`src/mialu_pkg.sv`:
```
// Constants and carrier types for the interrupt controller and link UART.
// Assumes a 200 MHz system clock and an 8-bit processor I/O port.
package mialu_pkg;

  // Clock and link timing.
  localparam int CLK_HZ = 200_000_000;
  localparam int OSC_HZ = 4_000_000;
  localparam int LINK_DIV = 10;
  localparam int PRESCALE = 16;
  localparam int LINK_TICK_CYC = CLK_HZ / (OSC_HZ / LINK_DIV);
  localparam logic [8:0] LINK_TICK_LAST = 9'(LINK_TICK_CYC - 1);
  localparam logic [3:0] SAMPLE_LAST = 4'(PRESCALE - 1);
  localparam logic [3:0] HALF_BIT = 4'(PRESCALE / 2 - 1);
  localparam logic [3:0] DATA_LAST = 4'h7;
  localparam logic [3:0] FRAME_LAST = 4'ha;

  // I/O addresses.
  localparam logic [7:0] IO_RD_RXDATA = 8'h10;
  localparam logic [7:0] IO_RD_FLAGS = 8'h20;
  localparam logic [7:0] IO_RD_SOURCE = 8'h60;
  localparam logic [7:0] IO_WR_TXDATA = 8'h80;
  localparam logic [7:0] IO_WR_MASK = 8'h90;
  localparam logic [7:0] IO_WR_NMI_CLR = 8'ha0;
  localparam logic [7:0] IO_WR_TICK_CLR = 8'hb0;

  // Mask register bit positions and reset value.
  localparam int MASK_CHAIN = 0;
  localparam int MASK_BUS = 1;
  localparam int MASK_TICK = 2;
  localparam int MASK_TX = 3;
  localparam int MASK_RX = 4;
  localparam logic [4:0] MASK_RESET = 5'h00;

  // Priority codes.
  localparam logic [2:0] CODE_RX = 3'h4;
  localparam logic [2:0] CODE_TX = 3'h3;
  localparam logic [2:0] CODE_TICK = 3'h2;
  localparam logic [2:0] CODE_BUS = 3'h1;
  localparam logic [2:0] CODE_NONE = 3'h0;

  // Transmit buffering.
  localparam int FIFO_WIDTH = 8;
  localparam int FIFO_DEPTH = 8;

  // Status flags, low nibble of the flags register.
  typedef struct packed {
    logic tx_shift_empty;
    logic parity_flag;
    logic framing_flag;
    logic overrun_flag;
  } mialu_flags_s;

  // Maskable sources after gating.
  typedef struct packed {
    logic rx;
    logic tx;
    logic tick;
    logic bus;
  } mialu_src_s;

endpackage : mialu_pkg

```
`src/mialu_top.sv`:
```
// Maskable interrupt controller with priority vectoring and the serial link UART.
// Assumes a processor I/O port on the same clock and pins synchronised here.
//
// Overview of operation
// Request interrupts by driving the maskable or non-maskable request low.
// On acknowledge, drive the vector low byte onto the data bus.
// Processor branches to a fixed handler on non-maskable requests.
// Pending masked-source request holds the chain enable inactive.
// Mask gates five sources; non-maskable request is never masked.
// Seven bus-device lines merge into one group, each readable.
// Unmasked sources pass gates and a synchronising latch to the encoder.
// Encoder gives a request line and a code naming highest pending.
// Chain enable true only when its mask set and nothing pending.
// UART interrupts set on byte done, clear on load or read.
// Tick and watchdog requests stay until their reset strobes.
// Mask write enables ones and disables zeros.
// Source register read shows live bus-device lines, no side effect.
// Full holding and empty shifter move byte, start send, raise holding empty.
// Received byte to holding register raises ready; read clears and drives it.
// New byte before previous read raises overrun.
// Bad parity raises parity flag, missing stop raises framing flag.
// Overrun, framing, parity and shifter-empty read as one status register.
// Link is full duplex, odd parity, eight data, one stop, 25 kilobaud.
// Bit clocks come from the baud clock, prescaled by sixteen.
// Priority: receive 100, transmit 011, tick 010, bus group 001.
// Vector is the code shifted left one, other lines low.
// Reset clears all mask bits.
// Vector driven only on acknowledge with a pending request.
`timescale 1ns/1ps

// Transmit byte queue with valid and ready on both sides.
module mialu_fifo #(
  parameter int WIDTH = 8,
  parameter int DEPTH = 8
) (
  // Clock and reset.
  input wire logic clk,
  input wire logic rst_n,
  // Filling side.
  input wire logic in_valid,
  output logic in_ready,
  input wire logic [WIDTH-1:0] in_data,
  // Draining side.
  output logic out_valid,
  input wire logic out_ready,
  output logic [WIDTH-1:0] out_data
);
  localparam int PW = $clog2(DEPTH);
  localparam int CW = PW + 1;
  localparam logic [CW-1:0] FULL = CW'(DEPTH);
  localparam logic [CW-1:0] ONE = CW'(1);

  logic [WIDTH-1:0] mem [DEPTH];
  logic [PW-1:0] wr_ptr;
  logic [PW-1:0] rd_ptr;
  logic [CW-1:0] count;
  logic push;
  logic pop;

  // Flags come from the count so full and empty are exact.
  assign in_ready = (count != FULL);
  assign out_valid = (count != '0);
  assign out_data = mem[rd_ptr];
  assign push = in_valid && in_ready;
  assign pop = out_valid && out_ready;

  // Storage is written only, never reset, to keep it plain flip-flops.
  always_ff @(posedge clk) begin
    if (push) begin
      mem[wr_ptr] <= in_data;
    end
  end

  // Pointers and occupancy.
  always_ff @(posedge clk or negedge rst_n) begin
    if (!rst_n) begin
      wr_ptr <= '0;
      rd_ptr <= '0;
      count <= '0;
    end else begin
      if (push) begin
        wr_ptr <= PW'(wr_ptr + 1'b1);
      end
      if (pop) begin
        rd_ptr <= PW'(rd_ptr + 1'b1);
      end
      if (push && !pop) begin
        count <= count + ONE;
      end else if (pop && !push) begin
        count <= count - ONE;
      end
    end
  end
endmodule : mialu_fifo

module mialu_top (
  // Clock and reset.
  input wire logic clk,
  input wire logic rst_n,
  // Processor I/O port.
  input wire logic [7:0] io_addr,
  input wire logic io_rd,
  input wire logic io_wr,
  input wire logic [7:0] io_wdata,
  input wire logic int_ack,
  output logic [7:0] data_out,
  output logic data_oe,
  // Processor requests and chain control.
  output logic irq_n,
  output logic nmi_n,
  output logic chain_enable_in,
  // Pins from the board.
  input wire logic [6:0] bus_dev_irq_n,
  input wire logic tick_in,
  input wire logic watchdog_in,
  // Serial link.
  input wire logic rxd,
  output logic txd,
  output logic tx_fifo_ready
);
  typedef enum logic [1:0] {RX_IDLE, RX_START, RX_BITS} mialu_rx_e;

  logic [1:0] rst_pipe;
  logic rst_sync_n;
  logic [9:0] pin_meta;
  logic [9:0] pin_sync;
  logic [6:0] bus_n;
  logic tick_s;
  logic tick_d;
  logic wdog_s;
  logic wdog_d;
  logic rxd_s;
  logic [4:0] mask;
  logic tick_interrupt;
  logic nmi_latch;
  mialu_pkg::mialu_src_s src_latch;
  mialu_pkg::mialu_src_s next_src;
  logic [2:0] code;
  logic any_pending;
  logic [8:0] link_cnt;
  logic link_baud_clock;
  logic wr_tx;
  logic rd_rx;
  logic rd_flags;
  logic rx_ready_clear_n;
  logic rx_output_enable;
  logic flag_select_n;
  logic fifo_out_valid;
  logic fifo_out_ready;
  logic [7:0] fifo_out_data;
  logic fifo_in_ready;
  logic [7:0] tx_holding_reg;
  logic tx_holding_empty;
  logic [10:0] tx_shift_reg;
  logic [3:0] tx_bit;
  logic [3:0] tx_pre;
  logic load_shift;
  mialu_pkg::mialu_flags_s flags;
  mialu_rx_e rx_state;
  logic [3:0] rx_pre;
  logic [3:0] rx_bit;
  logic [7:0] rx_shift_reg;
  logic rx_par;
  logic [7:0] rx_holding_reg;
  logic rx_data_ready;
  logic rx_done;

  // Reset release through two flops; assertion stays asynchronous.
  always_ff @(posedge clk or negedge rst_n) begin
    if (!rst_n) begin
      rst_pipe <= 2'h0;
    end else begin
      rst_pipe <= {rst_pipe[0], 1'b1};
    end
  end
  assign rst_sync_n = rst_pipe[1];

  // Two-stage synchronisers for every pin; only the second stage is read.
  // Reset values are the idle levels, so the edge detectors see no false edge.
  always_ff @(posedge clk or negedge rst_sync_n) begin
    if (!rst_sync_n) begin
      pin_meta <= 10'h3f9;
      pin_sync <= 10'h3f9;
    end else begin
      pin_meta <= {bus_dev_irq_n, tick_in, watchdog_in, rxd};
      pin_sync <= pin_meta;
    end
  end
  assign bus_n = pin_sync[9:3];
  assign tick_s = pin_sync[2];
  assign wdog_s = pin_sync[1];
  assign rxd_s = pin_sync[0];

  // Address decode of the I/O strobes.
  assign wr_tx = io_wr && (io_addr == mialu_pkg::IO_WR_TXDATA);
  assign rd_rx = io_rd && (io_addr == mialu_pkg::IO_RD_RXDATA);
  assign rd_flags = io_rd && (io_addr == mialu_pkg::IO_RD_FLAGS);
  assign rx_ready_clear_n = !rd_rx;
  assign rx_output_enable = !rd_rx;
  assign flag_select_n = !rd_flags;

  // Mask register: each data bit enables or disables its source.
  always_ff @(posedge clk or negedge rst_sync_n) begin
    if (!rst_sync_n) begin
      mask <= mialu_pkg::MASK_RESET;
    end else if (io_wr && io_addr == mialu_pkg::IO_WR_MASK) begin
      mask <= io_wdata[4:0];
    end
  end

  // Tick and watchdog latches: a new edge wins over a reset strobe.
  always_ff @(posedge clk or negedge rst_sync_n) begin
    if (!rst_sync_n) begin
      tick_d <= 1'b0;
      wdog_d <= 1'b0;
      tick_interrupt <= 1'b0;
      nmi_latch <= 1'b0;
    end else begin
      tick_d <= tick_s;
      wdog_d <= wdog_s;
      if (tick_s && !tick_d) begin
        tick_interrupt <= 1'b1;
      end else if (io_wr && io_addr == mialu_pkg::IO_WR_TICK_CLR) begin
        tick_interrupt <= 1'b0;
      end
      if (wdog_s && !wdog_d) begin
        nmi_latch <= 1'b1;
      end else if (io_wr && io_addr == mialu_pkg::IO_WR_NMI_CLR) begin
        nmi_latch <= 1'b0;
      end
    end
  end

  // Enabling gates ahead of the synchronising latch.
  always_comb begin
    next_src.rx = rx_data_ready && mask[mialu_pkg::MASK_RX];
    next_src.tx = tx_holding_empty && !fifo_out_valid && mask[mialu_pkg::MASK_TX];
    next_src.tick = tick_interrupt && mask[mialu_pkg::MASK_TICK];
    next_src.bus = !(&bus_n) && mask[mialu_pkg::MASK_BUS];
  end

  // Synchronising latch in front of the encoder.
  always_ff @(posedge clk or negedge rst_sync_n) begin
    if (!rst_sync_n) begin
      src_latch <= '0;
    end else begin
      src_latch <= next_src;
    end
  end

  // Priority encoder, receive highest.
  always_comb begin
    if (src_latch.rx) begin
      code = mialu_pkg::CODE_RX;
    end else if (src_latch.tx) begin
      code = mialu_pkg::CODE_TX;
    end else if (src_latch.tick) begin
      code = mialu_pkg::CODE_TICK;
    end else if (src_latch.bus) begin
      code = mialu_pkg::CODE_BUS;
    end else begin
      code = mialu_pkg::CODE_NONE;
    end
  end
  assign any_pending = |src_latch;

  // Request outputs and the chain enable; the chain is also held off while
  // a gated source is about to enter the latch, so both never request at once.
  always_ff @(posedge clk or negedge rst_sync_n) begin
    if (!rst_sync_n) begin
      irq_n <= 1'b1;
      nmi_n <= 1'b1;
      chain_enable_in <= 1'b0;
    end else begin
      irq_n <= !any_pending;
      nmi_n <= !nmi_latch;
      chain_enable_in <= mask[mialu_pkg::MASK_CHAIN] && !any_pending
                         && !(|next_src); // see
    end
  end

  // Read data and acknowledge vector, one cycle after the strobe.
  always_ff @(posedge clk or negedge rst_sync_n) begin
    if (!rst_sync_n) begin
      data_out <= 8'h00;
      data_oe <= 1'b0;
    end else if (int_ack) begin
      data_out <= {4'h0, code, 1'b0};
      data_oe <= any_pending; // see
    end else if (io_rd) begin
      data_oe <= 1'b1;
      if (!rx_output_enable) begin
        data_out <= rx_holding_reg;
      end else if (!flag_select_n) begin
        data_out <= {4'h0, flags};
      end else if (io_addr == mialu_pkg::IO_RD_SOURCE) begin
        data_out <= {1'b0, ~bus_n};
      end else begin
        data_out <= 8'h00;
      end
    end else begin
      data_out <= 8'h00;
      data_oe <= 1'b0;
    end
  end

  // Baud strobe: the oscillator divided by ten, counted in system clocks.
  always_ff @(posedge clk or negedge rst_sync_n) begin
    if (!rst_sync_n) begin
      link_cnt <= 9'h000;
      link_baud_clock <= 1'b0;
    end else if (link_cnt == mialu_pkg::LINK_TICK_LAST) begin
      link_cnt <= 9'h000;
      link_baud_clock <= 1'b1;
    end else begin
      link_cnt <= link_cnt + 9'h001;
      link_baud_clock <= 1'b0;
    end
  end

  // Processor writes queue here; a full queue drops the write, so software
  // polls tx_fifo_ready first.
  mialu_fifo #(
    .WIDTH(mialu_pkg::FIFO_WIDTH),
    .DEPTH(mialu_pkg::FIFO_DEPTH)
  ) u_tx_fifo (
    .clk(clk),
    .rst_n(rst_sync_n),
    .in_valid(wr_tx),
    .in_ready(fifo_in_ready),
    .in_data(io_wdata),
    .out_valid(fifo_out_valid),
    .out_ready(fifo_out_ready),
    .out_data(fifo_out_data)
  );
  assign fifo_out_ready = tx_holding_empty;
  assign load_shift = !tx_holding_empty && flags.tx_shift_empty;

  // Queue space mirrored to a pin.
  always_ff @(posedge clk or negedge rst_sync_n) begin
    if (!rst_sync_n) begin
      tx_fifo_ready <= 1'b0;
    end else begin
      tx_fifo_ready <= fifo_in_ready;
    end
  end

  // Holding register: filled from the queue, emptied into the shifter.
  always_ff @(posedge clk or negedge rst_sync_n) begin
    if (!rst_sync_n) begin
      tx_holding_reg <= 8'h00;
      tx_holding_empty <= 1'b1;
    end else if (fifo_out_valid && tx_holding_empty) begin
      tx_holding_reg <= fifo_out_data;
      tx_holding_empty <= 1'b0;
    end else if (load_shift) begin
      tx_holding_empty <= 1'b1;
    end
  end

  // Transmitter: start, eight data LSB first, odd parity, stop.
  always_ff @(posedge clk or negedge rst_sync_n) begin
    if (!rst_sync_n) begin
      tx_shift_reg <= 11'h7ff;
      tx_bit <= 4'h0;
      tx_pre <= 4'h0;
      flags.tx_shift_empty <= 1'b1;
      txd <= 1'b1;
    end else if (load_shift) begin
      tx_shift_reg <= {1'b1, ~(^tx_holding_reg), tx_holding_reg, 1'b0};
      tx_bit <= 4'h0;
      tx_pre <= 4'h0;
      flags.tx_shift_empty <= 1'b0;
    end else if (!flags.tx_shift_empty && link_baud_clock) begin
      txd <= tx_shift_reg[0];
      if (tx_pre == mialu_pkg::SAMPLE_LAST) begin
        tx_pre <= 4'h0;
        tx_shift_reg <= {1'b1, tx_shift_reg[10:1]};
        if (tx_bit == mialu_pkg::FRAME_LAST) begin
          flags.tx_shift_empty <= 1'b1;
        end else begin
          tx_bit <= tx_bit + 4'h1;
        end
      end else begin
        tx_pre <= tx_pre + 4'h1;
      end
    end
  end

  // Receiver: centre on the start bit, then sample every sixteenth tick.
  always_ff @(posedge clk or negedge rst_sync_n) begin
    if (!rst_sync_n) begin
      rx_state <= RX_IDLE;
      rx_pre <= 4'h0;
      rx_bit <= 4'h0;
      rx_shift_reg <= 8'h00;
      rx_par <= 1'b0;
      rx_done <= 1'b0;
      flags.parity_flag <= 1'b0;
      flags.framing_flag <= 1'b0;
    end else begin
      rx_done <= 1'b0;
      if (link_baud_clock) begin
        case (rx_state)
          RX_IDLE: begin
            rx_pre <= 4'h0;
            if (!rxd_s) begin
              rx_state <= RX_START;
            end
          end
          RX_START: begin
            if (rx_pre == mialu_pkg::HALF_BIT) begin
              rx_pre <= 4'h0;
              rx_bit <= 4'h0;
              rx_state <= rxd_s ? RX_IDLE : RX_BITS;
            end else begin
              rx_pre <= rx_pre + 4'h1;
            end
          end
          RX_BITS: begin
            if (rx_pre == mialu_pkg::SAMPLE_LAST) begin
              rx_pre <= 4'h0;
              rx_bit <= rx_bit + 4'h1;
              if (rx_bit <= mialu_pkg::DATA_LAST) begin
                rx_shift_reg <= {rxd_s, rx_shift_reg[7:1]};
              end else if (rx_bit == mialu_pkg::DATA_LAST + 4'h1) begin
                rx_par <= rxd_s;
              end else begin
                flags.parity_flag <= !(^{rx_shift_reg, rx_par});
                flags.framing_flag <= !rxd_s;
                rx_done <= 1'b1;
                rx_state <= RX_IDLE;
              end
            end else begin
              rx_pre <= rx_pre + 4'h1;
            end
          end
          default: begin
            rx_state <= RX_IDLE;
          end
        endcase
      end
    end
  end

  // Receive holding register; a new byte wins over a same-cycle read clear.
  always_ff @(posedge clk or negedge rst_sync_n) begin
    if (!rst_sync_n) begin
      rx_holding_reg <= 8'h00;
      rx_data_ready <= 1'b0;
      flags.overrun_flag <= 1'b0;
    end else if (rx_done) begin
      rx_holding_reg <= rx_shift_reg;
      rx_data_ready <= 1'b1;
      flags.overrun_flag <= rx_data_ready && rx_ready_clear_n;
    end else if (!rx_ready_clear_n) begin
      rx_data_ready <= 1'b0;
    end
  end

endmodule : mialu_top

```
`config.mk`:
```
export PLATFORM = sky130hd
export DESIGN_NAME = mialu_top
export DESIGN_NICKNAME = d
export VERILOG_FILES = /design/src/mialu_pkg.sv /design/src/mialu_top.sv
export SDC_FILE = /design/constraint.sdc
export NUM_CORES = 1
export LEC_CHECK = 0
export BUFFER_PORTS_ARGS = -buffer_cell sky130_fd_sc_hd__buf_2
export CAP_MARGIN = 40
export CORE_MARGIN = 2
export CORE_UTILIZATION = 65
export DETAILED_ROUTE_END_ITERATION = 10
export GPL_TIMING_DRIVEN = 0
export PLACE_DENSITY_LB_ADDON = 0.25
export RECOVER_POWER = 100
export SLEW_MARGIN = 20
export SYNTH_ARGS = -nofsm -noshare
export SYNTH_HDL_FRONTEND = slang
export SYNTH_HIERARCHICAL = 1
export SYNTH_SLANG_ARGS = --single-unit
export TNS_END_PERCENT = 1
```
`constraint.sdc`:
```
create_clock -name clk -period 7.37 [get_ports clk]
set_input_delay 1.474 -clock clk [delete_from_list [all_inputs] [get_ports clk]]
set_output_delay 1.474 -clock clk [all_outputs]
set_load 0.1 [all_outputs]
```
; ---- Yosys cells after proc, flatten, opt, wreduce, memory -nomap -nowiden
; Memories as Yosys holds them, arrays and structs flattened. A register that Yosys moved wholly into a read port is not among the register bits.
; Cells that the tools add are included.
[op_classes]
add_sub_neg = 9
magnitude_cmp = 1
eq_ne = 22
muxes = 57
bitwise_logic = 5
n_reduce_logical = 64
[op_table]
columns = op, n
row1 = 4-bit 2-to-1 mux, 13
row2 = 11-bit 2-to-1 mux, 3
row3 = 8-bit equality test (second input constant), 4
row4 = 8-bit 2-to-1 mux, 3
row5 = 1-bit 2-to-1 mux, 23
row6 = 1-bit logical AND, 22
row7 = 4-bit by 1-bit adder with 4-bit output (second input constant), 5
row8 = 2-bit nonzero test, 9
row9 = 4-bit equality test (second input constant), 4
row10 = 2-bit 2-to-1 mux, 8
row11 = 1-bit zero test, 15
row12 = 7-bit 2-to-1 mux, 2
row13 = 2-bit inequality test (second input constant), 6
row14 = 4-bit one-hot mux with 3 select lines, 1
row15 = 5-bit AND reduction, 2
row16 = 9-bit by 1-bit adder with 9-bit output (second input constant), 1
row17 = 9-bit equality test (second input constant), 1
row18 = 9-bit 2-to-1 mux, 1
row19 = 9-bit parity, 1
row20 = 8-bit by 5-bit equality test with 1-bit output (second input constant), 1
row21 = 8-bit by 6-bit equality test with 1-bit output (second input constant), 1
row22 = 8-bit by 7-bit equality test with 1-bit output (second input constant), 1
row23 = 4-bit one-hot mux with 2 select lines, 1
row24 = 4-bit AND reduction, 2
row25 = other kinds (20), 28
[totals]
reg_bits = 122
ram_bits = 64
input_bits = 31
out_inout_bits = 14
mem_count = 1
[memory_table]
columns = name, words, word_bits, rd, rd_clocked_by_memory_dff, write_ports, line
row1 = u_tx_fifo.mem, 8, 8, 1, 1, 1, mialu_top.sv:53  ; logic [WIDTH-1:0] mem [DEPTH];

; ---- Logic depth before layout (Yosys ltp)
; Gate-level depths: netlist (run 1).
[logic_depth]
word_depth = 7
depth_mapped = 11

; ---- Modules after synthesis
; The synthesis (run 1) kept the hierarchy.
[modules_own_cells]
columns = module, n_inst, cells_per_inst, area_per_inst_um2, seq_area_each_um2
row1 = mialu_top, 1, 424, 5031.1, 3016.6
row2 = mialu_fifo, 1, 155, 3111.7, 2172.1

; ---- Worst setup path after synthesis (run 1)
; OpenSTA, ideal clock, no wires.
[synth_path]
kind = input to register
startpoint = input port io_addr[1]
endpoint = register u_tx_fifo.count[3]
setup_ns = 0.131
t_arrival_ns = 4.341
setup_slack_ns = 2.898
cell_stages = 11
path_cell_list = or4_4 or3_4 nor3_1 nand2_4 inv_1 ha_1 inv_1 ha_1 or4_1 o211ai_1 o211ai_1
[synth_between]
elab_chain_cells = 6
elab_cells_between_ends = 8
classes_between = eq/ne (1) / mux (1) / reduce/logical (6)
[synth_rtl]
columns = item, line
row1 = "start, declared", mialu_top.sv:101  ; input wire logic [7:0] io_addr,
row2 = 8-bit equality test *, mialu_top.sv:195  ; assign wr_tx = io_wr && (io_addr == mialu_pkg::IO_WR_TXDATA);
row3 = 1-bit logical AND *, mialu_top.sv:195
row4 = named net wr_tx, mialu_top.sv:142  ; logic wr_tx;
row5 = 1-bit logical AND *, mialu_top.sv:64  ; assign push = in_valid && in_ready;
row6 = named net u_tx_fifo.push, mialu_top.sv:57  ; logic push;
row7 = 1-bit zero test, mialu_top.sv:89  ; end else if (pop && !push) begin
row8 = 1-bit logical AND, mialu_top.sv:89
row9 = 2-bit nonzero test (no source line), n/a
row10 = "end signal, assigned", mialu_top.sv:88  ; count <= count + ONE;
row11 = "end signal, assigned", mialu_top.sv:90  ; count <= count - ONE;
row12 = "end, declared", mialu_top.sv:56  ; logic [CW-1:0] count;
; Mark *: on every way through the listed nets, which the timed path passes. The rest lies on a longest branch.
; A chain may end at the register's enable or synchronous reset.

; ---- Worst setup path in the final report (run 1)
; Ends and elaborated chain as after synthesis.

==> impl_metrics.py, run 1 <==
metrics = {
    "clock_tree": {
        "root_buffer": "clkbuf_16",
        "postCtsHoldBufs": 0,
        "clk_pin_slew_worst_paths_ns": 0.06,
        "cts_tree": "done",
        "clock_latency_ns": 0.43,
        "cts.sinks": 193,
        "cts_resized": 0,
        "cts_setup_buffers": 0,
        "cts_made_buffers": 17,
        "clockBufferDepth": 2,
        "htreeDepth": 4,
    },
    "critical_path": {
        "cp-start-kind": "primary input",
        "r2r_slack_ns": 3.97,
        "r2r_cells": 1,
        "arrival_ns": 4.88,
        "critPathRequiredTime_ns": 7.67,
        "r2r-start": "rst_pipe[1]",
        "path_class": "primary input to flip-flop",
        "cp_max_fo": 7,
        "worst_setup_path_end_kind": "flip-flop",
        "r2r-end": "rx_shift_reg[6]",
    },
    "power": {
        "total_leakage_power_nw": 3.69,
        "power.density_nw_per_um2": 232,
        "vdd_drop_max_mv": 0.214,
    },
    "run_status": {
        "status": "finished with violations",
        "violations": "max-capacitance violations, max-slew violations",
    },
    "placed_design": {
        "dp_hpwl_mm": 10.3,
        "gp_congestion": 0.779,
        "portBuffers": 44,
        "dp.cells": 794,
    },
    "yosys": {
        "yosys_warnings": 6,
        "async_reset_ff_share_pct": 66.8,
        "synth_edf_count": 64,
        "synth_largest_type_area_fraction_pct": 30.1,
        "synth-seq-area-share_pct": 63.7,
        "syn_nets": 628,
        "netlist_area_um2": 8140,
        "yosys.area.top_type": "dfrtp_1",
        "synth_seq_cells": 193,
        "synth.avg_cell_area_um2": 14.1,
        "synthCells": 579,
        "synth_ff_type": "dfrtp_1",
        "synthDistinctLibCells": 63,
        "synth_area_leaders": "dfrtp_1 (30%), edfxtp_1 (24%), dfstp_2 (10%), mux4_1 (5.2%), mux2_2 (5.0%)",
    },
    "drt": {
        "wl_per_cell_um": 18.8,
        "first_iter_violations": 379,
        "drc": 0,
        "wl_met3_um": 678,
        "drt-total-wl_mm": 15.6,
        "top_layer": "met4",
        "drt-met1-wl_mm": 6.80,
        "dr_total_vias": 4912,
        "routed_via_density": 5.93,
        "ant_nets": 0,
        "firstDrtPassIters": 5,
        "dr_wl_met2_mm": 7.86,
    },
    "min_path": {
        "hold_path.class": "flip-flop to async pin",
    },
    "floorplanning": {
        "die_width_um": 116,
        "io_pins": 45,
        "num_rows": 40,
        "fp.coreArea_um2": 12100,
        "die_height_um": 116,
        "dieArea_um2": 13400,
        "initial_core_util_pct": 67.2,
    },
    "timing": {
        "maxSlewHeadroom_pct": -106,
        "rsz0062_at_grt": "no",
        "drv_slew": 132,
        "setup_violations": 0,
        "max_freq_ghz": 0.219,
        "worst_slew_pin_slew_ns": 3.09,
        "tns_ns": 0,
        "finClkSkew_ns": 0.00952,
        "finalHoldViolations": 0,
        "fin_crit_sh_pct": 62.1,
        "final.min_clock_period_ns": 4.58,
    },
    "global_route": {
        "grt_antenna_before_repair": 0,
        "grt_first_pass_wirelength_mm": 25.9,
        "grt_use_total_pct": 25.9,
        "overflow": 0,
        "grt_pass1_vias": 4995,
        "grt_start_max_net_pins": 62,
    },
    "cells_and_area": {
        "multi_input_area_um2": 2710,
        "nets": 697,
        "largest_reg_flops": 64,
        "largest_register": "u_tx_fifo/mem",
        "stdcell_count": 829,
        "register_area_um2": 5190,
        "fillers": 780,
        "areaGrowthSynthToFinish_pct": 11.7,
        "n_antenna_cell": 0,
        "drive_gt1_share_pct": 17.5,
    },
    "run": {
        "drv_cap": 3,
    },
}
[where the power goes]
part / total [mW] / internal [mW] / switching, mW / leakage, nW
combinational: 0.0622 / 0.0150 / 0.0472 / 1.22
sequential: 1.14 / 1.13 / 0.0106 / 2.17
clock: 0.911 / 0.523 / 0.388 / 0.298
total: 2.11 / 1.66 / 0.446 / 3.69
[cells in the mapped netlist, drive strengths merged (16+ instances only)]
library cell,count
nand2,50
ha,17
nand3,18
mux2,43
dfrtp,98
mux4,16
inv,25
nor2,30
xnor2,18
dfstp,31
o21ai,31
edfxtp,64
[worst max-delay path, cell delays in order]
cell and delay, ns:
buf_2 0.09, or4_1 0.60, or3_1 0.46, nor3_1 0.49
nand2_4 0.15, inv_1 0.11, ha_1 0.26, inv_1 0.13
ha_1 0.36, or4_1 0.52, o211ai_1 0.10, o211ai_1 0.11
[metal layers]
layer | GRT usage [%] | vias to the layer above
met4 | 8.10 | 0
met1 | 35.5 | 2489
met5 | 0 | -
li1 | - | 2259
met2 | 41.9 | 133
met3 | 6.22 | 31
[cells by family after synthesis]
kind of cell,after synthesis,synth area share (%)
flip-flops,193,63.7
AND/OR/NAND/NOR,159,10.4
AO/OA/AOI/OAI,81,6.18
multiplexers,63,11.8
buffers and inverters,40,2.18
XOR/XNOR,24,2.75
adder cells (fa/ha/maj),18,2.86
other,1,0.0461
[how the worst max path moves through the flow]
stage / start / endpoint / slack (ns) / cells past startpoint
2_1_floorplan: io_addr[1] / u_tx_fifo/count[3] / 2.90 / 11
3_3_place_gp: rst_pipe[1] / tx_holding_reg[5] / 2.43 / 0
3_5_place_dp: io_addr[1] / u_tx_fifo/count[3] / 2.38 / 12
4_1_cts: io_addr[1] / u_tx_fifo/count[3] / 2.83 / 12
5_1_grt: io_addr[1] / u_tx_fifo/count[3] / 2.65 / 12
6_report: io_addr[1] / u_tx_fifo/count[3] / 2.79 / 12
[per-stage QoR]
stage | setup slack (ns) | utilization [%] | cell area [µm²] | hold WS (ns) | total power, mW
6_report | 2.79 | 75.1 | 9090 | 0.148 | 2.11
5_1_grt | 2.65 | 75.1 | 9090 | 0.188 | 2.18
4_1_cts | 2.83 | 76.5 | 9260 | 0.177 | 2.13
3_5_place_dp | 2.38 | 71.5 | 8670 | 0.169 | 1.23
3_3_place_gp | 2.43 | 70.8 | 8570 | 0.334 | 1.22
2_1_floorplan | 2.90 | - | 8140 | 0.331 | 1.19
[cells in the final DEF, fill, tap and decap left out, types with 4 or more instances in the layout]
| cell | count |
|---|---|
| nand3_1 | 18 |
| a21oi_1 | 10 |
| mux2_1 | 11 |
| a31oi_1 | 8 |
| nor2b_1 | 7 |
| clkbuf_1 | 44 |
| dfrtp_1 | 98 |
| nand2b_1 | 9 |
| ha_1 | 17 |
| a22oi_1 | 4 |
| o22ai_1 | 5 |
| mux4_1 | 16 |
| inv_1 | 25 |
| xor2_1 | 5 |
| nor4_1 | 5 |
| o21ai_1 | 4 |
| buf_2 | 20 |
| or3_1 | 5 |
| xnor2_1 | 18 |
| o31ai_1 | 6 |
| nand3b_1 | 4 |
| nand2_1 | 49 |
| mux2i_1 | 4 |
| edfxtp_1 | 64 |
| dfstp_2 | 29 |
| clkbuf_16 | 19 |
| nor3_1 | 9 |
| mux2_2 | 31 |
| nor2_1 | 30 |
| o21ai_0 | 27 |
[final cells by class]
cell class / instances / share of cell area (%)
Multi-Input combinational cell: 346 / 29.8
Inverter: 25 / 1.03
Buffer: 15 / 0.880
Tap cell: 168 / 2.31
Clock buffer: 23 / 5.54
Sequential cell: 193 / 57.1
Clock inverter: 9 / 1.02
Timing Repair Buffer: 50 / 2.34
Note: power is estimated with default switching activity, not from simulation.
==> run 2: changes to the inputs <==
--- a/config.mk
+++ b/config.mk
@@ -8,7 +8,7 @@
 export BUFFER_PORTS_ARGS = -buffer_cell sky130_fd_sc_hd__buf_2
 export CAP_MARGIN = 40
 export CORE_MARGIN = 2
-export CORE_UTILIZATION = 65
+export CORE_UTILIZATION = 55
 export DETAILED_ROUTE_END_ITERATION = 10
 export GPL_TIMING_DRIVEN = 0
 export PLACE_DENSITY_LB_ADDON = 0.25
==> constraint.sdc (replaced) <==
create_clock -name clk -period 3.7 [get_ports clk]
set_input_delay 0.74 -clock clk [delete_from_list [all_inputs] [get_ports clk]]
set_output_delay 0.74 -clock clk [all_outputs]
set_load 0.1 [all_outputs]
==> run 2 against run 1 <==
The run still ends with max-capacitance violations, max-slew violations left. Wire length fell by 0.78%. Non-clock buffer count up 2. Die area increased by 18%. First-iteration DRC count decreased by 6.1%. Total power grew 99%. Flip-flop and latch count did not move. Worst hold slack lost 0.066 ns. Clock power grew 100%. Cell count up 2.2%.
==> impl_metrics.py, run 2 (synthesized netlist as in run 1, its figures left out) <==
metrics = {
    "clock_tree": {
        "cts.sinks": 193,
        "clk_pin_slew_worst_paths_ns": 0.07,
        "root_buffer": "clkbuf_16",
        "clock_latency_ns": 0.43,
        "htreeDepth": 4,
        "clockBufferDepth": 2,
        "cts_made_buffers": 17,
        "cts_tree": "done",
        "postCtsHoldBufs": 0,
    },
    "global_route": {
        "grt_use_total_pct": 20.9,
        "grt_antenna_before_repair": 0,
        "overflow": 0,
        "grt_first_pass_wirelength_mm": 25.7,
        "grt_pass1_vias": 5007,
        "grt_start_max_net_pins": 63,
    },
    "critical_path": {
        "max_stage_delay_ns": 0.55,
        "worst_setup_path_end_kind": "flip-flop",
        "path_class": "primary input to flip-flop",
        "r2r-start": "u_tx_fifo/count[0]",
        "cp_top_family": "simple AND/OR/NAND/NOR gates",
        "crit_chain": "buf_2 -> or4_4 -> or3_4 -> nor3_4 -> nand2_4 -> inv_1 -> ha_1 -> inv_1 -> ha_1 -> or4_1 -> o211ai_1 -> o211ai_1",
        "crit_slowest_cell": "or4_4",
        "cp-start-kind": "primary input",
        "r2r-end": "u_tx_fifo/count[3]",
        "r2r_slack_ns": 0.67,
        "r2r_cells": 8,
        "critPathRequiredTime_ns": 4.02,
        "arrival_ns": 3.74,
        "cp_max_fo": 7,
        "critPathBufInv": 3,
        "cp.depth": 12,
    },
    "min_path": {
        "hold_path.class": "primary input to async pin",
    },
    "run_status": {
        "status": "finished with violations",
        "violations": "max-capacitance violations, max-slew violations",
    },
    "timing": {
        "fin_crit_sh_pct": 92.5,
        "maxSlewHeadroom_pct": -55.7,
        "finalHoldViolations": 0,
        "worst_slack_ns": 0.276,
        "final.min_clock_period_ns": 3.42,
        "finClkSkew_ns": 0.0125,
        "setup_violations": 0,
        "max_freq_ghz": 0.292,
        "worst_slew_pin_slew_ns": 2.34,
        "drv_slew": 67,
        "rsz0062_at_grt": "no",
    },
    "cells_and_area": {
        "final_common_cell": "dfrtp_1",
        "largest_reg_flops": 64,
        "most-common-layout-cells": "dfrtp_1 (98), edfxtp_1 (64), nand2_1 (49)",
        "drive_gt1_share_pct": 18.6,
        "areaGrowthSynthToFinish_pct": 12.4,
        "n_antenna_cell": 0,
        "largest_register": "u_tx_fifo/mem",
        "nets": 699,
    },
    "floorplanning": {
        "initial_core_util_pct": 56.2,
        "die_width_um": 126,
        "num_rows": 44,
        "dieArea_um2": 15800,
        "fp.coreArea_um2": 14500,
        "die_height_um": 126,
        "io_pins": 45,
    },
    "power": {
        "total_leakage_power_nw": 3.72,
        "p_total_mw": 4.20,
        "vdd_drop_max_mv": 0.319,
        "power.density_nw_per_um2": 459,
    },
    "placed_design": {
        "dp_hpwl_mm": 10.5,
        "portBuffers": 44,
        "detailedPlace.worstSlack_ns": -0.564,
        "gp_congestion": 0.840,
    },
    "run": {
        "drv_cap": 3,
    },
    "drt": {
        "drc": 0,
        "ant_nets": 0,
        "routed_via_density": 5.72,
        "wl_per_cell_um": 18.3,
        "dr_total_vias": 4845,
        "first_iter_violations": 356,
        "firstDrtPassIters": 5,
        "drt-total-wl_mm": 15.5,
    },
}
==> run 2: changes by cell type in the layout (fill, tap and decap cells not counted), moves of 2 or more <==
cell	delta
clkbuf_1	-3
inv_6	+3
clkbuf_8	+2
dfstp_1	+2
dfstp_2	-2
mux2_1	-2
mux2_2	+2
==> run 2: per-layer routing <==
metal / share of wire (%) / global-route usage (%) / up-vias
met3: 3.8 / 5.52 / 15
li1: - / - / 2260
met2: 49 / 32.8 / 109
met1: 46 / 29.1 / 2461
met4: 0.98 / 6.34 / 0
met5: 0 / 0 / -
==> run 2: worst register-to-register path: stages (launching register included) <==
cell      delay [ns]
dfrtp_1         0.46
or4_1           0.64
nand2_1         0.25
ha_1            0.29
inv_1           0.14
ha_1            0.38
or4_1           0.53
o211ai_1        0.12
o211ai_1        0.10
==> run 2: worst max-delay path by stage <==
stage	end	start	slack [ns]
after floorplan	u_tx_fifo/count[3]	io_addr[1]	-0.04
after global placement	u_tx_fifo/mem[0][3]	io_addr[1]	-0.63
after detailed placement	u_tx_fifo/count[3]	io_addr[1]	-0.56
after CTS	u_tx_fifo/count[3]	io_addr[1]	0.12
after global routing	u_tx_fifo/count[3]	io_addr[1]	0.12
final	u_tx_fifo/count[3]	io_addr[1]	0.28
==> run 2: per-stage QoR <==
stage | instances | utilization (%) | area (µm²) | TNS (ns) | hold slack (ns)
after floorplan | 579 | - | 8140 | -0.0379 | 0.331
after global placement | 807 | 59.4 | 8590 | -17.92 | 0.332
after detailed placement | 813 | 60.1 | 8710 | -1.23 | 0.188
after CTS | 845 | 64.3 | 9310 | 0 | 0.0642
after global routing | 847 | 63.2 | 9150 | 0 | 0.0667
final | 847 | 63.2 | 9150 | 0 | 0.0817
==> run 2: power breakdown <==
group          switching (mW)  internal [mW]  total [mW]  leakage [nW]
clock                   0.810           1.01        1.82         0.300
sequential             0.0203           2.24        2.26          2.17
combinational          0.0929         0.0312       0.124          1.25
total                   0.923           3.28        4.20          3.72
==> run 2: what timing repair did <==
item | in CTS | in global routing
gates cloned | 0 | 0
buffers inserted | 0 | 0
resized for setup | 1 | 1
setup endpoints to repair | 1 | 1
endpoints found under the hold margin | 0 | 0
==> run 2: layout make-up <==
class,instances,area (µm²)
inverter,25,93.8
clock inverter,10,80.1
multi-input combinational,346,2730
timing repair buffer,52,231
buffer,15,80.1
sequential,193,5190
fill,1093,5330
clock buffer,22,517
tap,184,230
